--- src/core/pcc_consts.svh ---
// constants for the loop counter and control block
`ifndef PCC_CONSTS_SVH
`define PCC_CONSTS_SVH

// divider limits; a zero field stands for the largest value
`define PCC_DIV_ZERO 10'h200
`define PCC_FULL_N_MAX 10'h200
`define PCC_FULL_M_MAX 10'h100
`define PCC_FULL_C_MAX 10'h200
`define PCC_FULL_C_ODD_MAX 10'h100
`define PCC_HS_N_MAX 10'h004
`define PCC_HS_M_MAX 10'h020
`define PCC_HS_C_MAX 10'h020
`define PCC_HS_C_ODD_MAX 10'h010

// feedback pin use
`define PCC_FB_NONE 2'h0
`define PCC_FB_SE 2'h1
`define PCC_FB_DIFF 2'h2
`define PCC_NUM_CTR 6
`define PCC_SEL_LAST 3'h5

// timing: clock period and done pulse length, cycles rounded up
`define PCC_CLK_NS 5
`define PCC_DONE_NS 40
`define PCC_DONE_CYC 4'((`PCC_DONE_NS + `PCC_CLK_NS - 1) / `PCC_CLK_NS)

// clock-good watchdog and lock detect
`define PCC_BAD_EDGES 3'h4
`define PCC_LOCK_WIN 8'h40
`define PCC_LOCK_N 3'h4

// host register map and fields
`define PCC_REG_CTRL 8'h00
`define PCC_REG_CMD 8'h04
`define PCC_REG_SCAN 8'h08
`define PCC_REG_STATUS 8'h0C
`define PCC_CTRL_RST 14'h0002
`define PCC_CTRL_ARESET 0
`define PCC_CTRL_PFDEN 1
`define PCC_CTRL_USER_LO 8
`define PCC_CTRL_USER_HI 13
`define PCC_CMD_SWITCH 0
`define PCC_CMD_COMMIT 1
`define PCC_SCAN_BITS 5'h10

`endif

--- src/core/pcc_pkg.sv ---
// types for the loop counter and control block
package pcc_pkg;

    typedef struct packed {
        logic [2:0] sel;
        logic user;
        logic inv;
    } pcc_pin_t;

    typedef struct packed {
        logic [8:0] div;
        logic [8:0] hi;
        logic odd;
        logic [2:0] phase;
    } pcc_ctr_t;

    typedef struct packed {
        logic [1:0] ext_fb;
        logic lock_gated;
        logic auto_sw;
        pcc_pin_t [5:0] pin;
        pcc_ctr_t [5:0] ctr;
        logic [8:0] m;
        logic [8:0] n;
    } pcc_cfg_t;

endpackage

--- src/core/pcc_if.sv ---
// link between fabric user logic and the loop
`timescale 1ns/1ps
interface pcc_if;
    logic areset;
    logic pfd_en;
    logic clk_switch;
    logic scan_clk;
    logic scan_data;
    logic scan_load;
    logic scan_commit;
    logic [5:0] user_out;
    logic [5:0] c;
    logic locked;
    logic [1:0] clk_good;
    logic clk_loss;
    logic active_clk;
    logic scan_dataout;
    logic scan_done;
    logic up;
    logic down;

    modport dev (
        input areset, pfd_en, clk_switch, scan_clk, scan_data, scan_load, scan_commit, user_out,
        output c, locked, clk_good, clk_loss, active_clk, scan_dataout, scan_done, up, down
    );
    modport host (
        output areset, pfd_en, clk_switch, scan_clk, scan_data, scan_load, scan_commit, user_out,
        input c, locked, clk_good, clk_loss, active_clk, scan_dataout, scan_done, up, down
    );
endinterface

--- src/core/pcc_device.sv ---
// loop digital side: dividers, detector, switchover, lock and scan chain
`timescale 1ns/1ps
`include "pcc_consts.svh"
module pcc_device #(
    parameter bit HIGH_SPEED = 1'b0
) (
    input wire logic sys_clk_i,
    input wire logic nrst_i,
    input wire logic primary_ref_in_i,
    input wire logic secondary_ref_in_i,
    input wire logic pll_ena_i,
    input wire logic [5:0] ext_i,
    output logic [5:0] ext_o,
    output logic [5:0] ext_oe_o,
    pcc_if.dev link
);
    import pcc_pkg::*;

    function automatic logic [9:0] lim(input logic [8:0] v, input logic [9:0] mx);
        logic [9:0] w;
        w = (v == 9'h000) ? `PCC_DIV_ZERO : {1'b0, v};
        return (w > mx) ? mx : w;
    endfunction

    // pins pass two flops; a third stage only feeds edge detection
    logic [3:0] s1_q, s2_q, s3_q;
    logic [3:0] edge_w;
    always_ff @(posedge sys_clk_i or negedge nrst_i) begin
        if (!nrst_i) begin
            s1_q <= 4'h0;
            s2_q <= 4'h0;
            s3_q <= 4'h0;
        end else begin
            s1_q <= {ext_i[0], pll_ena_i, secondary_ref_in_i, primary_ref_in_i};
            s2_q <= s1_q;
            s3_q <= s2_q;
        end
    end
    assign edge_w = s2_q & ~s3_q;

    logic run;
    assign run = s2_q[2] && !link.areset;

    // scan chain and configuration
    localparam int CW = $bits(pcc_cfg_t);
    logic [CW-1:0] chain_q;
    pcc_cfg_t cfg_q;
    logic sclk_prev_q;
    logic done_q;
    logic [3:0] done_cnt_q;
    always_ff @(posedge sys_clk_i or negedge nrst_i) begin
        if (!nrst_i) begin
            chain_q <= '0;
            sclk_prev_q <= 1'b0;
        end else begin
            sclk_prev_q <= link.scan_clk;
            if (link.scan_load && link.scan_clk && !sclk_prev_q) begin
                chain_q <= {link.scan_data, chain_q[CW-1:1]};
            end
        end
    end
    assign link.scan_dataout = chain_q[0];

    always_ff @(posedge sys_clk_i or negedge nrst_i) begin
        if (!nrst_i) begin
            cfg_q <= '0;
            done_q <= 1'b0;
            done_cnt_q <= 4'h0;
        end else if (link.scan_commit) begin
            cfg_q <= pcc_cfg_t'(chain_q);
            done_q <= 1'b1;
            done_cnt_q <= `PCC_DONE_CYC;
        end else if (done_cnt_q != 4'h0) begin
            done_cnt_q <= done_cnt_q - 4'h1;
            done_q <= (done_cnt_q != 4'h1);
        end
    end
    assign link.scan_done = done_q;

    // effective divide values; out-of-range fields saturate at the limit
    logic [9:0] n_eff, m_eff;
    logic [9:0] div_e [6];
    logic [9:0] hi_e [6];
    always_comb begin
        n_eff = lim(cfg_q.n, HIGH_SPEED ? `PCC_HS_N_MAX : `PCC_FULL_N_MAX);
        m_eff = lim(cfg_q.m, HIGH_SPEED ? `PCC_HS_M_MAX : `PCC_FULL_M_MAX);
        for (int k = 0; k < `PCC_NUM_CTR; k++) begin
            if (cfg_q.ctr[k].odd) begin
                div_e[k] = lim(cfg_q.ctr[k].div, HIGH_SPEED ? `PCC_HS_C_ODD_MAX : `PCC_FULL_C_ODD_MAX);
                hi_e[k] = lim(cfg_q.ctr[k].hi, div_e[k]);
            end else begin
                div_e[k] = lim(cfg_q.ctr[k].div, HIGH_SPEED ? `PCC_HS_C_MAX : `PCC_FULL_C_MAX);
                hi_e[k] = 10'((div_e[k] + 10'h001) >> 1);
            end
        end
    end

    // clock-good watchdog: count edges of the other input since our own
    logic [2:0] gcnt_q [2];
    logic [1:0] good_q;
    logic act_q, loss_q;
    logic sw_cond;
    always_ff @(posedge sys_clk_i or negedge nrst_i) begin
        if (!nrst_i) begin
            gcnt_q[0] <= 3'h0;
            gcnt_q[1] <= 3'h0;
            good_q <= 2'h0;
        end else begin
            for (int i = 0; i < 2; i++) begin
                if (edge_w[i]) begin
                    gcnt_q[i] <= 3'h0;
                end else if (edge_w[1-i] && gcnt_q[i] != `PCC_BAD_EDGES) begin
                    gcnt_q[i] <= gcnt_q[i] + 3'h1;
                end
                good_q[i] <= (gcnt_q[i] != `PCC_BAD_EDGES);
            end
        end
    end
    assign sw_cond = !good_q[act_q];

    always_ff @(posedge sys_clk_i or negedge nrst_i) begin
        if (!nrst_i) begin
            act_q <= 1'b0;
            loss_q <= 1'b0;
        end else begin
            loss_q <= sw_cond;
            if (link.clk_switch) begin
                act_q <= !act_q;
            end else if (!HIGH_SPEED && cfg_q.auto_sw && sw_cond && good_q[!act_q]) begin
                act_q <= !act_q;
            end
        end
    end
    assign link.clk_good = good_q;
    assign link.clk_loss = loss_q;
    assign link.active_clk = act_q;

    // prescale, oscillator phase wheel and feedback divider
    // the oscillator is modelled as eight system cycles, one per phase step
    logic [9:0] ncnt_q, mcnt_q;
    logic [2:0] vco_q;
    logic ref_tick, fb_tick, osc_start;
    assign osc_start = run && vco_q == 3'h0;
    assign ref_tick = run && edge_w[act_q] && ncnt_q == n_eff - 10'h001;
    assign fb_tick = (cfg_q.ext_fb != `PCC_FB_NONE) ? (run && edge_w[3])
                   : (osc_start && mcnt_q == m_eff - 10'h001);
    always_ff @(posedge sys_clk_i or negedge nrst_i) begin
        if (!nrst_i) begin
            ncnt_q <= 10'h000;
            mcnt_q <= 10'h000;
            vco_q <= 3'h0;
        end else if (!run) begin
            ncnt_q <= 10'h000;
            mcnt_q <= 10'h000;
            vco_q <= 3'h0;
        end else begin
            vco_q <= vco_q + 3'h1;
            if (edge_w[act_q]) begin
                ncnt_q <= ref_tick ? 10'h000 : ncnt_q + 10'h001;
            end
            if (osc_start) begin
                mcnt_q <= (mcnt_q == m_eff - 10'h001) ? 10'h000 : mcnt_q + 10'h001;
            end
        end
    end

    // phase detector and lock detect
    logic ref_pend_q, fb_pend_q, up_q, down_q, locked_q, match;
    logic [7:0] wait_q;
    logic [2:0] lock_cnt_q;
    assign match = (ref_tick && (fb_tick || fb_pend_q)) || (fb_tick && ref_pend_q);
    always_ff @(posedge sys_clk_i or negedge nrst_i) begin
        if (!nrst_i) begin
            ref_pend_q <= 1'b0;
            fb_pend_q <= 1'b0;
            wait_q <= 8'h00;
            lock_cnt_q <= 3'h0;
        end else if (!run || (!match && wait_q == `PCC_LOCK_WIN)) begin
            ref_pend_q <= 1'b0;
            fb_pend_q <= 1'b0;
            wait_q <= 8'h00;
            lock_cnt_q <= 3'h0;
        end else if (match) begin
            ref_pend_q <= 1'b0;
            fb_pend_q <= 1'b0;
            wait_q <= 8'h00;
            if (lock_cnt_q != `PCC_LOCK_N) begin
                lock_cnt_q <= lock_cnt_q + 3'h1;
            end
        end else begin
            ref_pend_q <= ref_pend_q || ref_tick;
            fb_pend_q <= fb_pend_q || fb_tick;
            if (ref_pend_q || fb_pend_q) begin
                wait_q <= wait_q + 8'h01;
            end
        end
    end

    always_ff @(posedge sys_clk_i or negedge nrst_i) begin
        if (!nrst_i) begin
            up_q <= 1'b0;
            down_q <= 1'b0;
            locked_q <= 1'b0;
        end else begin
            up_q <= link.pfd_en && ref_pend_q;
            down_q <= link.pfd_en && fb_pend_q;
            if (!run) begin
                locked_q <= 1'b0;
            end else begin
                locked_q <= (lock_cnt_q == `PCC_LOCK_N) || (cfg_q.lock_gated && locked_q);
            end
        end
    end
    assign link.up = up_q;
    assign link.down = down_q;
    assign link.locked = locked_q;

    // six post-scale dividers, each stepping on its own phase slot
    logic [9:0] cnt_q [6];
    logic [5:0] c_q;
    for (genvar k = 0; k < `PCC_NUM_CTR; k++) begin : g_post
        logic [9:0] nxt;
        assign nxt = (cnt_q[k] + 10'h001 == div_e[k]) ? 10'h000 : cnt_q[k] + 10'h001;
        always_ff @(posedge sys_clk_i or negedge nrst_i) begin
            if (!nrst_i) begin
                cnt_q[k] <= 10'h000;
                c_q[k] <= 1'b0;
            end else if (!run) begin
                cnt_q[k] <= 10'h000;
                c_q[k] <= 1'b0;
            end else if (vco_q == cfg_q.ctr[k].phase) begin
                cnt_q[k] <= nxt;
                c_q[k] <= (nxt < hi_e[k]);
            end
        end
    end
    assign link.c = c_q;

    // dedicated pins: any counter, fabric bit or feedback input
    logic [5:0] ext_q, ext_oe_q;
    always_ff @(posedge sys_clk_i or negedge nrst_i) begin
        if (!nrst_i) begin
            ext_q <= 6'h00;
            ext_oe_q <= 6'h00;
        end else begin
            for (int p = 0; p < `PCC_NUM_CTR; p++) begin
                ext_oe_q[p] <= !((p == 0 && cfg_q.ext_fb != `PCC_FB_NONE) ||
                                 (p == 1 && cfg_q.ext_fb == `PCC_FB_DIFF));
                if (cfg_q.pin[p].user) begin
                    ext_q[p] <= link.user_out[p] ^ cfg_q.pin[p].inv;
                end else if (cfg_q.pin[p].sel <= `PCC_SEL_LAST) begin
                    ext_q[p] <= c_q[cfg_q.pin[p].sel] ^ cfg_q.pin[p].inv;
                end else begin
                    ext_q[p] <= cfg_q.pin[p].inv;
                end
            end
        end
    end
    assign ext_o = ext_q;
    assign ext_oe_o = ext_oe_q;

endmodule

--- src/flat_wrapper.sv ---
// flat-port wrapper written by rule: the top's interface ports become plain ports
module pcc_device_flat import pcc_pkg::*;
#(
    parameter bit HIGH_SPEED = 1'b0
)
  (sys_clk_i, nrst_i, primary_ref_in_i, secondary_ref_in_i, pll_ena_i, ext_i, ext_o, ext_oe_o, link_areset, link_pfd_en, link_clk_switch, link_scan_clk, link_scan_data, link_scan_load, link_scan_commit, link_user_out, link_c, link_locked, link_clk_good, link_clk_loss, link_active_clk, link_scan_dataout, link_scan_done, link_up, link_down);
  pcc_if link_i ();
  input wire logic sys_clk_i;
  input wire logic nrst_i;
  input wire logic primary_ref_in_i;
  input wire logic secondary_ref_in_i;
  input wire logic pll_ena_i;
  input wire logic [5:0] ext_i;
  output logic [5:0] ext_o;
  output logic [5:0] ext_oe_o;
  input wire logic [$bits(link_i.areset)-1:0] link_areset;
  input wire logic [$bits(link_i.pfd_en)-1:0] link_pfd_en;
  input wire logic [$bits(link_i.clk_switch)-1:0] link_clk_switch;
  input wire logic [$bits(link_i.scan_clk)-1:0] link_scan_clk;
  input wire logic [$bits(link_i.scan_data)-1:0] link_scan_data;
  input wire logic [$bits(link_i.scan_load)-1:0] link_scan_load;
  input wire logic [$bits(link_i.scan_commit)-1:0] link_scan_commit;
  input wire logic [$bits(link_i.user_out)-1:0] link_user_out;
  output wire logic [$bits(link_i.c)-1:0] link_c;
  output wire logic [$bits(link_i.locked)-1:0] link_locked;
  output wire logic [$bits(link_i.clk_good)-1:0] link_clk_good;
  output wire logic [$bits(link_i.clk_loss)-1:0] link_clk_loss;
  output wire logic [$bits(link_i.active_clk)-1:0] link_active_clk;
  output wire logic [$bits(link_i.scan_dataout)-1:0] link_scan_dataout;
  output wire logic [$bits(link_i.scan_done)-1:0] link_scan_done;
  output wire logic [$bits(link_i.up)-1:0] link_up;
  output wire logic [$bits(link_i.down)-1:0] link_down;
  assign link_i.areset = link_areset;
  assign link_i.pfd_en = link_pfd_en;
  assign link_i.clk_switch = link_clk_switch;
  assign link_i.scan_clk = link_scan_clk;
  assign link_i.scan_data = link_scan_data;
  assign link_i.scan_load = link_scan_load;
  assign link_i.scan_commit = link_scan_commit;
  assign link_i.user_out = link_user_out;
  assign link_c = link_i.c;
  assign link_locked = link_i.locked;
  assign link_clk_good = link_i.clk_good;
  assign link_clk_loss = link_i.clk_loss;
  assign link_active_clk = link_i.active_clk;
  assign link_scan_dataout = link_i.scan_dataout;
  assign link_scan_done = link_i.scan_done;
  assign link_up = link_i.up;
  assign link_down = link_i.down;
  pcc_device #(.HIGH_SPEED(HIGH_SPEED)) u_core (.sys_clk_i(sys_clk_i), .nrst_i(nrst_i), .primary_ref_in_i(primary_ref_in_i), .secondary_ref_in_i(secondary_ref_in_i), .pll_ena_i(pll_ena_i), .ext_i(ext_i), .ext_o(ext_o), .ext_oe_o(ext_oe_o), .link(link_i));
endmodule
--- config.mk ---
export PLATFORM = sky130hd
export DESIGN_NAME = pcc_device_flat
export DESIGN_NICKNAME = d
export VERILOG_FILES = /design/src/core/pcc_pkg.sv /design/src/core/pcc_if.sv /design/src/core/pcc_device.sv /design/src/flat_wrapper.sv
export VERILOG_INCLUDE_DIRS = /design/src /design/src/core
export SDC_FILE = /design/constraint.sdc
export NUM_CORES = 1
export LEC_CHECK = 0
export BUFFER_PORTS_ARGS = -buffer_cell sky130_fd_sc_hd__buf_4
export CAP_MARGIN = 20
export CORE_ASPECT_RATIO = 1.25
export CORE_MARGIN = 1
export CORE_UTILIZATION = 40
export CTS_BUF_LIST = sky130_fd_sc_hd__clkbuf_4 sky130_fd_sc_hd__clkbuf_8 sky130_fd_sc_hd__clkbuf_16
export CTS_CLUSTER_DIAMETER = 30
export DETAILED_ROUTE_END_ITERATION = 7
export PLACE_DENSITY = 0.57
export SYNTH_ARGS = -nofsm -noshare
export SYNTH_HDL_FRONTEND = slang
export SYNTH_SLANG_ARGS = --single-unit
--- constraint.sdc ---
create_clock -name sys_clk_i -period 8.4 [get_ports sys_clk_i]
set_input_delay 0.84 -clock sys_clk_i [delete_from_list [all_inputs] [get_ports sys_clk_i]]
set_output_delay 0.84 -clock sys_clk_i [all_outputs]
set_load 0.01 [all_outputs]
Word level (Yosys, flattened, before mapping)
Index checks and enable logic that the tools add are counted.
{ "word_totals": {"elab_cells": 381, "reg_bits": 510, "input_bits": 24, "output_inout_bits": 27} }
{ "op_classes": {"n_bitwise": 14, "muxes": 135, "eq_ne": 29, "reduce_logical": 57, "add_sub_neg": 22, "n_lt_le_gt_ge": 41} }
{ "op_table": {"columns": ["cell", "n"], "rows": [
  ["$mux W10", 70],
  ["$add A10 B1 Y10 const B", 14],
  ["$logic_not A9 Y1", 14],
  ["$eq A10 B10 Y1", 8],
  ["$gt A10 B10 Y1 const B", 7],
  ["$gt A10 B9 Y1 const B", 7],
  ["$gt A10 B10 Y1", 6],
  ["$lt A10 B10 Y1", 6],
  ["$mux W1", 46],
  ["$lt A3 B4 Y1 const B", 6],
  ["$mux W3", 8],
  ["$mux W8", 3],
  ["$sub A10 B1 Y10 const B", 2],
  ["$bmux W1 S3", 6],
  ["$eq A3 B3 Y1", 6],
  ["$le A3 B3 Y1 const B", 6],
  ["$logic_and A1 B1 Y1", 18],
  ["$ne A2 B2 Y1 const B", 8],
  ["$reduce_bool A2 Y1", 7],
  ["$add A3 B1 Y3 const B", 4],
  ["$xor A1 B1 Y1", 12],
  ["$ne A3 B3 Y1 const B", 3],
  ["$add A8 B1 Y8 const B", 1],
  ["$eq A8 B7 Y1 const B", 1],
  ["15 further kinds", 29]
]} }

Logic depth before layout (Yosys ltp)
{ "depth": {"ltp_word": 16, "mapped_depth": 23, "depth_no_buf": 21} }

Least setup slack after synthesis
No wires, ideal clock.
{ "synth_timing": {"path_kind": "register to register", "from": "register u_core.cfg_q[61] (netlist bit)", "to": "register u_core.c_q[1] (netlist: u_core.link.c[1])", "path_buffers": 2, "required_ns": 8.308, "path_slack_ns": 4.065, "synth_period_minus_slack_ns": 4.335, "arrival_time_ns": 4.243, "path_stages_with_launch": 21, "setup_ns": 0.092, "cell_sequence": "dfrtp_1 -> buf_1 -> clkinv_1 -> nand2_1 -> ha_1 -> a21o_1 -> maj3_1 -> nand2_1 -> a31oi_1 -> o31ai_1 -> clkbuf_1 -> o211ai_1 -> o21ai_0 -> ha_1 -> a21o_1 -> a21o_1 -> a21oi_1 -> nor2_1 -> nor3_1 -> nand2b_1 -> o31ai_2"} }
{ "synth_via": {"elab_chain_len": 10, "elab_cells_between_ends": 16, "cone_classes": "add/sub: 1; order compare: 4; eq/ne: 1; mux: 9; reduce/logical: 1"} }
{ "synth_lines": {"columns": ["item", "line", "source"], "rows": [
  ["start, declared", "pcc_device.sv:47", "pcc_cfg_t cfg_q;"],
  ["start signal, assigned", "pcc_device.sv:70", "cfg_q <= pcc_cfg_t'(chain_q);"],
  ["$logic_not A9 Y1", "pcc_device.sv:21", "w = (v == 9'h000) ? `PCC_DIV_ZERO : {1'b0, v};"],
  ["$mux W10 *", "pcc_device.sv:21", null],
  ["$gt A10 B9 Y1 or $gt A10 B10 Y1 (tied branches)", "pcc_device.sv:22", "return (w > mx) ? mx : w;"],
  ["$mux W10", "pcc_device.sv:22", null],
  ["$gt A10 B10 Y1 or $mux W10 (tied branches)", "pcc_device.sv:22, pcc_device.sv:88", null],
  ["$mux W10 or $eq A10 B10 Y1 (tied branches)", "pcc_device.sv:22, pcc_device.sv:223", null],
  ["$mux W10 (on tied branches)", "pcc_device.sv:88, pcc_device.sv:223", null],
  ["$lt A10 B10 Y1 *", "pcc_device.sv:233", "c_q[k] <= (nxt < hi_e[k]);"],
  ["$mux W1 *", "pcc_device.sv:231", "end else if (vco_q == cfg_q.ctr[k].phase) begin"],
  ["$mux W1 *", "pcc_device.sv:228", "end else if (!run) begin"],
  ["end signal, assigned by index", "pcc_device.sv:233", null],
  ["end, declared", "pcc_device.sv:220", "logic [5:0] c_q;"]
]} }
Every way passes the cells marked *; elsewhere a longest branch is shown, timed or not. The select of a mux whose other input is x is not followed.
A chain may end at the register's enable or synchronous reset.

Final worst setup path
{ "layout_timing": {"from": "register u_core.cfg_q[101] (netlist bit)", "to": "register u_core.c_q[3] (netlist: u_core.link.c[3])"} }
The elaborated chain is that of the path after synthesis.

==> flow_metrics.env <==
export IMPL_outcome="complete, no violations"
export IMPL_vdd_drop_max_uv=133
export IMPL_first_global_vias=21705
export IMPL_p_comb_share_pct=5.0
export IMPL_startpoint_type="flop"
export IMPL_vias=20797
export IMPL_core_area_mm2=0.0712
export IMPL_grt_util_met3_pct=2.77
export IMPL_rsz0062_at_grt="false"
export IMPL_clock_path_buffers=3
export IMPL_gr_total_overflow=0
export IMPL_portBuffers=45
export IMPL_dp_hpwl_mm=43.6
export IMPL_cts_htree_levels=3
export IMPL_yosysTopAreaCell="dfrtp_1"
export IMPL_clock_latency_ps=640
export IMPL_place_inst=3663
export IMPL_r2r_end="u_core.link.c[3]"
export IMPL_final_hold_viol_count=0
export IMPL_hold_ws_ps=263
export IMPL_path_common_cell="o211ai_1"
export IMPL_r2r_start="u_core.cfg_q[101]"
export IMPL_design_power_total_mw=7.04
export IMPL_routabilityCongestion=0.859
export IMPL_synth_top_area_share_pct=44.0
export IMPL_hold_path_class="input pin to asynchronous set/reset pin"
export IMPL_die_y_um=303
export IMPL_slew_viol_final=0
export IMPL_drc=0
export IMPL_fin_setup_tns_ps=0
export IMPL_min_period_ps=4750
export IMPL_avgViaCountPerCell=5.40
export IMPL_p_sw_share_pct=23.2
export IMPL_detail_route_antenna_nets=0
export IMPL_cp_required_ps=8950
export IMPL_tightestPinTransition_ps=1070
export IMPL_cap_viol_max_count=0
export IMPL_synthCells=2865
export IMPL_setup_violations=0
export IMPL_p_seq_share_pct=37.0
export IMPL_cts_buffers=96
export IMPL_synthTopCellsByArea="dfrtp_1 44%, mux2_2 13%, ha_1 5.9%, nand2_1 3.3%, o21ai_0 3.2%"
export IMPL_fin_ws_ps=3650
export IMPL_max_slew_margin_pct=28.2
export IMPL_crit_chain="or4_1, nor2_4, nor2_1, ha_1, nand4_1, or4_1, o2111ai_1, o41ai_2, buf_4, o211ai_1, o21ai_0, ha_1, a21o_1, a21o_1, a21oi_1, o211ai_1, nor3_1, o221ai_1, o211ai_1"
export IMPL_nets=2981
export IMPL_crit_fanout=16
export IMPL_synth_avg_cell_area_um2=10.1
export IMPL_yosysWarnings=0
export IMPL_clockRootBuffer="clkbuf_16"
export IMPL_io_pins=51
export IMPL_worstRegToRegCells=19
export IMPL_instances_no_fill=3848
export IMPL_drtPass1Iterations=5
export IMPL_synth_area_mm2=0.0290
export IMPL_slowest_stage="or4_1"
export IMPL_synth_edf_count=0
export IMPL_post_cts_resized=0
export IMPL_start_util_pct=40.7
export IMPL_synthArstFlopShare_pct=100
export IMPL_die_area_mm2=0.0735
export IMPL_p_int_mw=5.41
export IMPL_critPathCaptureType="flop"
export IMPL_ys_seq_elements=509
export IMPL_synth_seq_area_share_pct=44.0
export IMPL_clkTransAtPathRegs_ps=50
export IMPL_cp_arrival_ps=5290
export IMPL_p_sw_mw=1.64
export IMPL_grtUsageTotal_pct=17.8
export IMPL_area_growth_pct=15.1
export IMPL_synth_cell_type_count=97
export IMPL_critical_path_class="flop to flop"
export IMPL_post_route_period_util_pct=56.5
export IMPL_clock_sinks=509
export IMPL_crit_buf_inv=1
export IMPL_wl_mm=63.7
export IMPL_antenna_found_initial=2
export IMPL_grt_first_pass_wirelength_mm=109
export IMPL_p_leak_nw=15.4
export IMPL_holdBufCountCts=0
export IMPL_fp_dieW_um=243
export IMPL_clock_power_share_pct=58.0
export IMPL_powerDensity_mw_per_mm2=211
export IMPL_reg2reg_slack_ps=3650
export IMPL_cts_tree="built"
export IMPL_max_stage_delay_ps=610
export IMPL_wl_per_cell_um=16.6
export IMPL_post_place_ws_ps=3540
export IMPL_met1_usage_pct=22.1
export IMPL_ys_flop_type="dfrtp_1"
export IMPL_grt_busiest_layer="met2"
export IMPL_first_iter_violations=1169
export IMPL_grtUsageMet2_pct=30.9
export IMPL_skew_ps=16.7
export IMPL_cts_setup_buffers=0
export IMPL_drive_gt1_share_pct=21.1
export IMPL_grt_max_degree=172
export IMPL_crit_family="simple AND/OR/NAND/NOR gates"
export IMPL_timing_fmax_ghz=0.211
export IMPL_num_rows=109
-- flip-flops by register name, indices dropped and copies added, names as in the netlist, 2 cells and up --
register,count
u_core.s2_q,4
u_core.link.clk_good,2
u_core.lock_cnt_q,3
u_core.s1_q,4
u_core.ext_oe_o,3
u_core.cfg_q,184
u_core.ext_o,6
u_core.ncnt_q,10
u_core.cnt_q,60
u_core.chain_q,184
u_core.gcnt_q,6
u_core.done_cnt_q,4
u_core.wait_q,8
u_core.link.c,6
u_core.s3_q,3
u_core.mcnt_q,10
u_core.vco_q,3
-- layout by cell type (no fill, tap or decap), types with 14 or more instances in the layout --
master      Yosys  routed
mux2i_1        42      42
a21o_1         45      45
inv_1          97      97
clkbuf_16       0      98
buf_4           5      58
or3_1          16      16
o21ai_0       184     184
nand4_1        42      42
nand2_1       254     254
or4_1          14      14
o211ai_1       31      31
nor3_1         46      46
a31oi_1        15      15
nor2b_1        37      37
nand3_1        97      97
a21oi_1       101     101
clkinvlp_4      0      16
xnor2_1        89      89
and3_1         32      32
nor2_1        180     180
xor2_1         63      63
nor4_1         23      23
inv_6           0      15
mux2_2        328     328
ha_1          136     136
bufinv_16       0      14
a211oi_1       14      14
dfrtp_1       509     509
nand2b_1       32      32
-- layout make-up --
cell class                      instances  area [um^2]
Sequential cell                       509        12700
Antenna cell                            1         2.50
Tap cell                              943         1180
Multi-Input combinational cell       2050        15000
Timing Repair Buffer                   62          505
Inverter                              102          383
Clock buffer                          120         2690
Fill cell                            6588        37800
Clock inverter                         61          832
-- kinds of logic (layout without fill, tap and decap cells) --
family / count (synthesis) / count (layout) / synth area share [%]
mux: 376 / 376 / 14.7
other cells: 1 / 8 / 0.0129
fa+ha+maj: 139 / 139 / 5.98
buf+inv: 312 / 345 / 4.25
compound gates: 520 / 520 / 11.5
simple gates: 851 / 851 / 14.6
xor+xnor: 157 / 157 / 4.99
flops: 509 / 509 / 44.0
-- routing by layer --
| layer | routed length (um) | vias to the layer above |
|---|---|---|
| met5 | 12 | - |
| met4 | 1760 | 2 |
| met3 | 2280 | 120 |
| met2 | 31500 | 346 |
| met1 | 28200 | 10208 |
| li1 | - | 10121 |
-- synth_stat cells (7+ instances only) --
library cell	instances
xnor2_1	89
or3_1	16
o21a_1	7
ha_1	136
inv_1	97
nor4_1	23
a22o_1	11
and2_1	10
mux2i_1	42
clkbuf_1	167
o211ai_1	31
a31oi_1	15
nor2_1	180
a21o_1	45
nand3_1	97
nor2b_1	37
and4_1	10
a21oi_1	101
nor3b_1	12
a211oi_1	14
nand2b_1	32
nand3b_1	7
mux2_2	328
and3_1	32
dfrtp_1	509
buf_1	10
xor2_1	63
or2_2	7
buf_2	27
nand4_1	42
o31ai_1	12
o21ai_0	184
nand2_1	254
or4_1	14
a221o_1	11
nor3_1	46
-- worst max-delay path by stage --
stage | to | cells past startpoint | startpoint | slack, ps
floorplan | u_core.link.c[1] | 20 | u_core.cfg_q[61] | 4060
finish | u_core.link.c[3] | 19 | u_core.cfg_q[101] | 3650
detailed placement | u_core.link.c[0] | 18 | u_core.cfg_q[39] | 3540
global placement | u_core.link.c[0] | 18 | u_core.cfg_q[39] | 3610
global route | u_core.link.c[4] | 16 | u_core.cnt_q[10] | 3310
CTS | u_core.link.c[0] | 18 | u_core.cfg_q[39] | 3540
-- power by group through the flow --
stage	clock network [mW]	registers [mW]	logic, mW
2_1_floorplan	0	2.62	0.226
3_3_place_gp	0	2.65	0.349
3_5_place_dp	0	2.65	0.361
4_1_cts	4.18	2.61	0.363
5_1_grt	4.31	2.62	0.399
6_report	4.08	2.61	0.354
-- through the flow --
stage	utilization, %	area (um^2)
after detailed placement	41.9	29800
after global placement	41.9	29800
after CTS	46.8	33300
after floorplan	-	29000
after global routing	46.9	33400
final	46.9	33400
(Power assumes the default switching activity.)
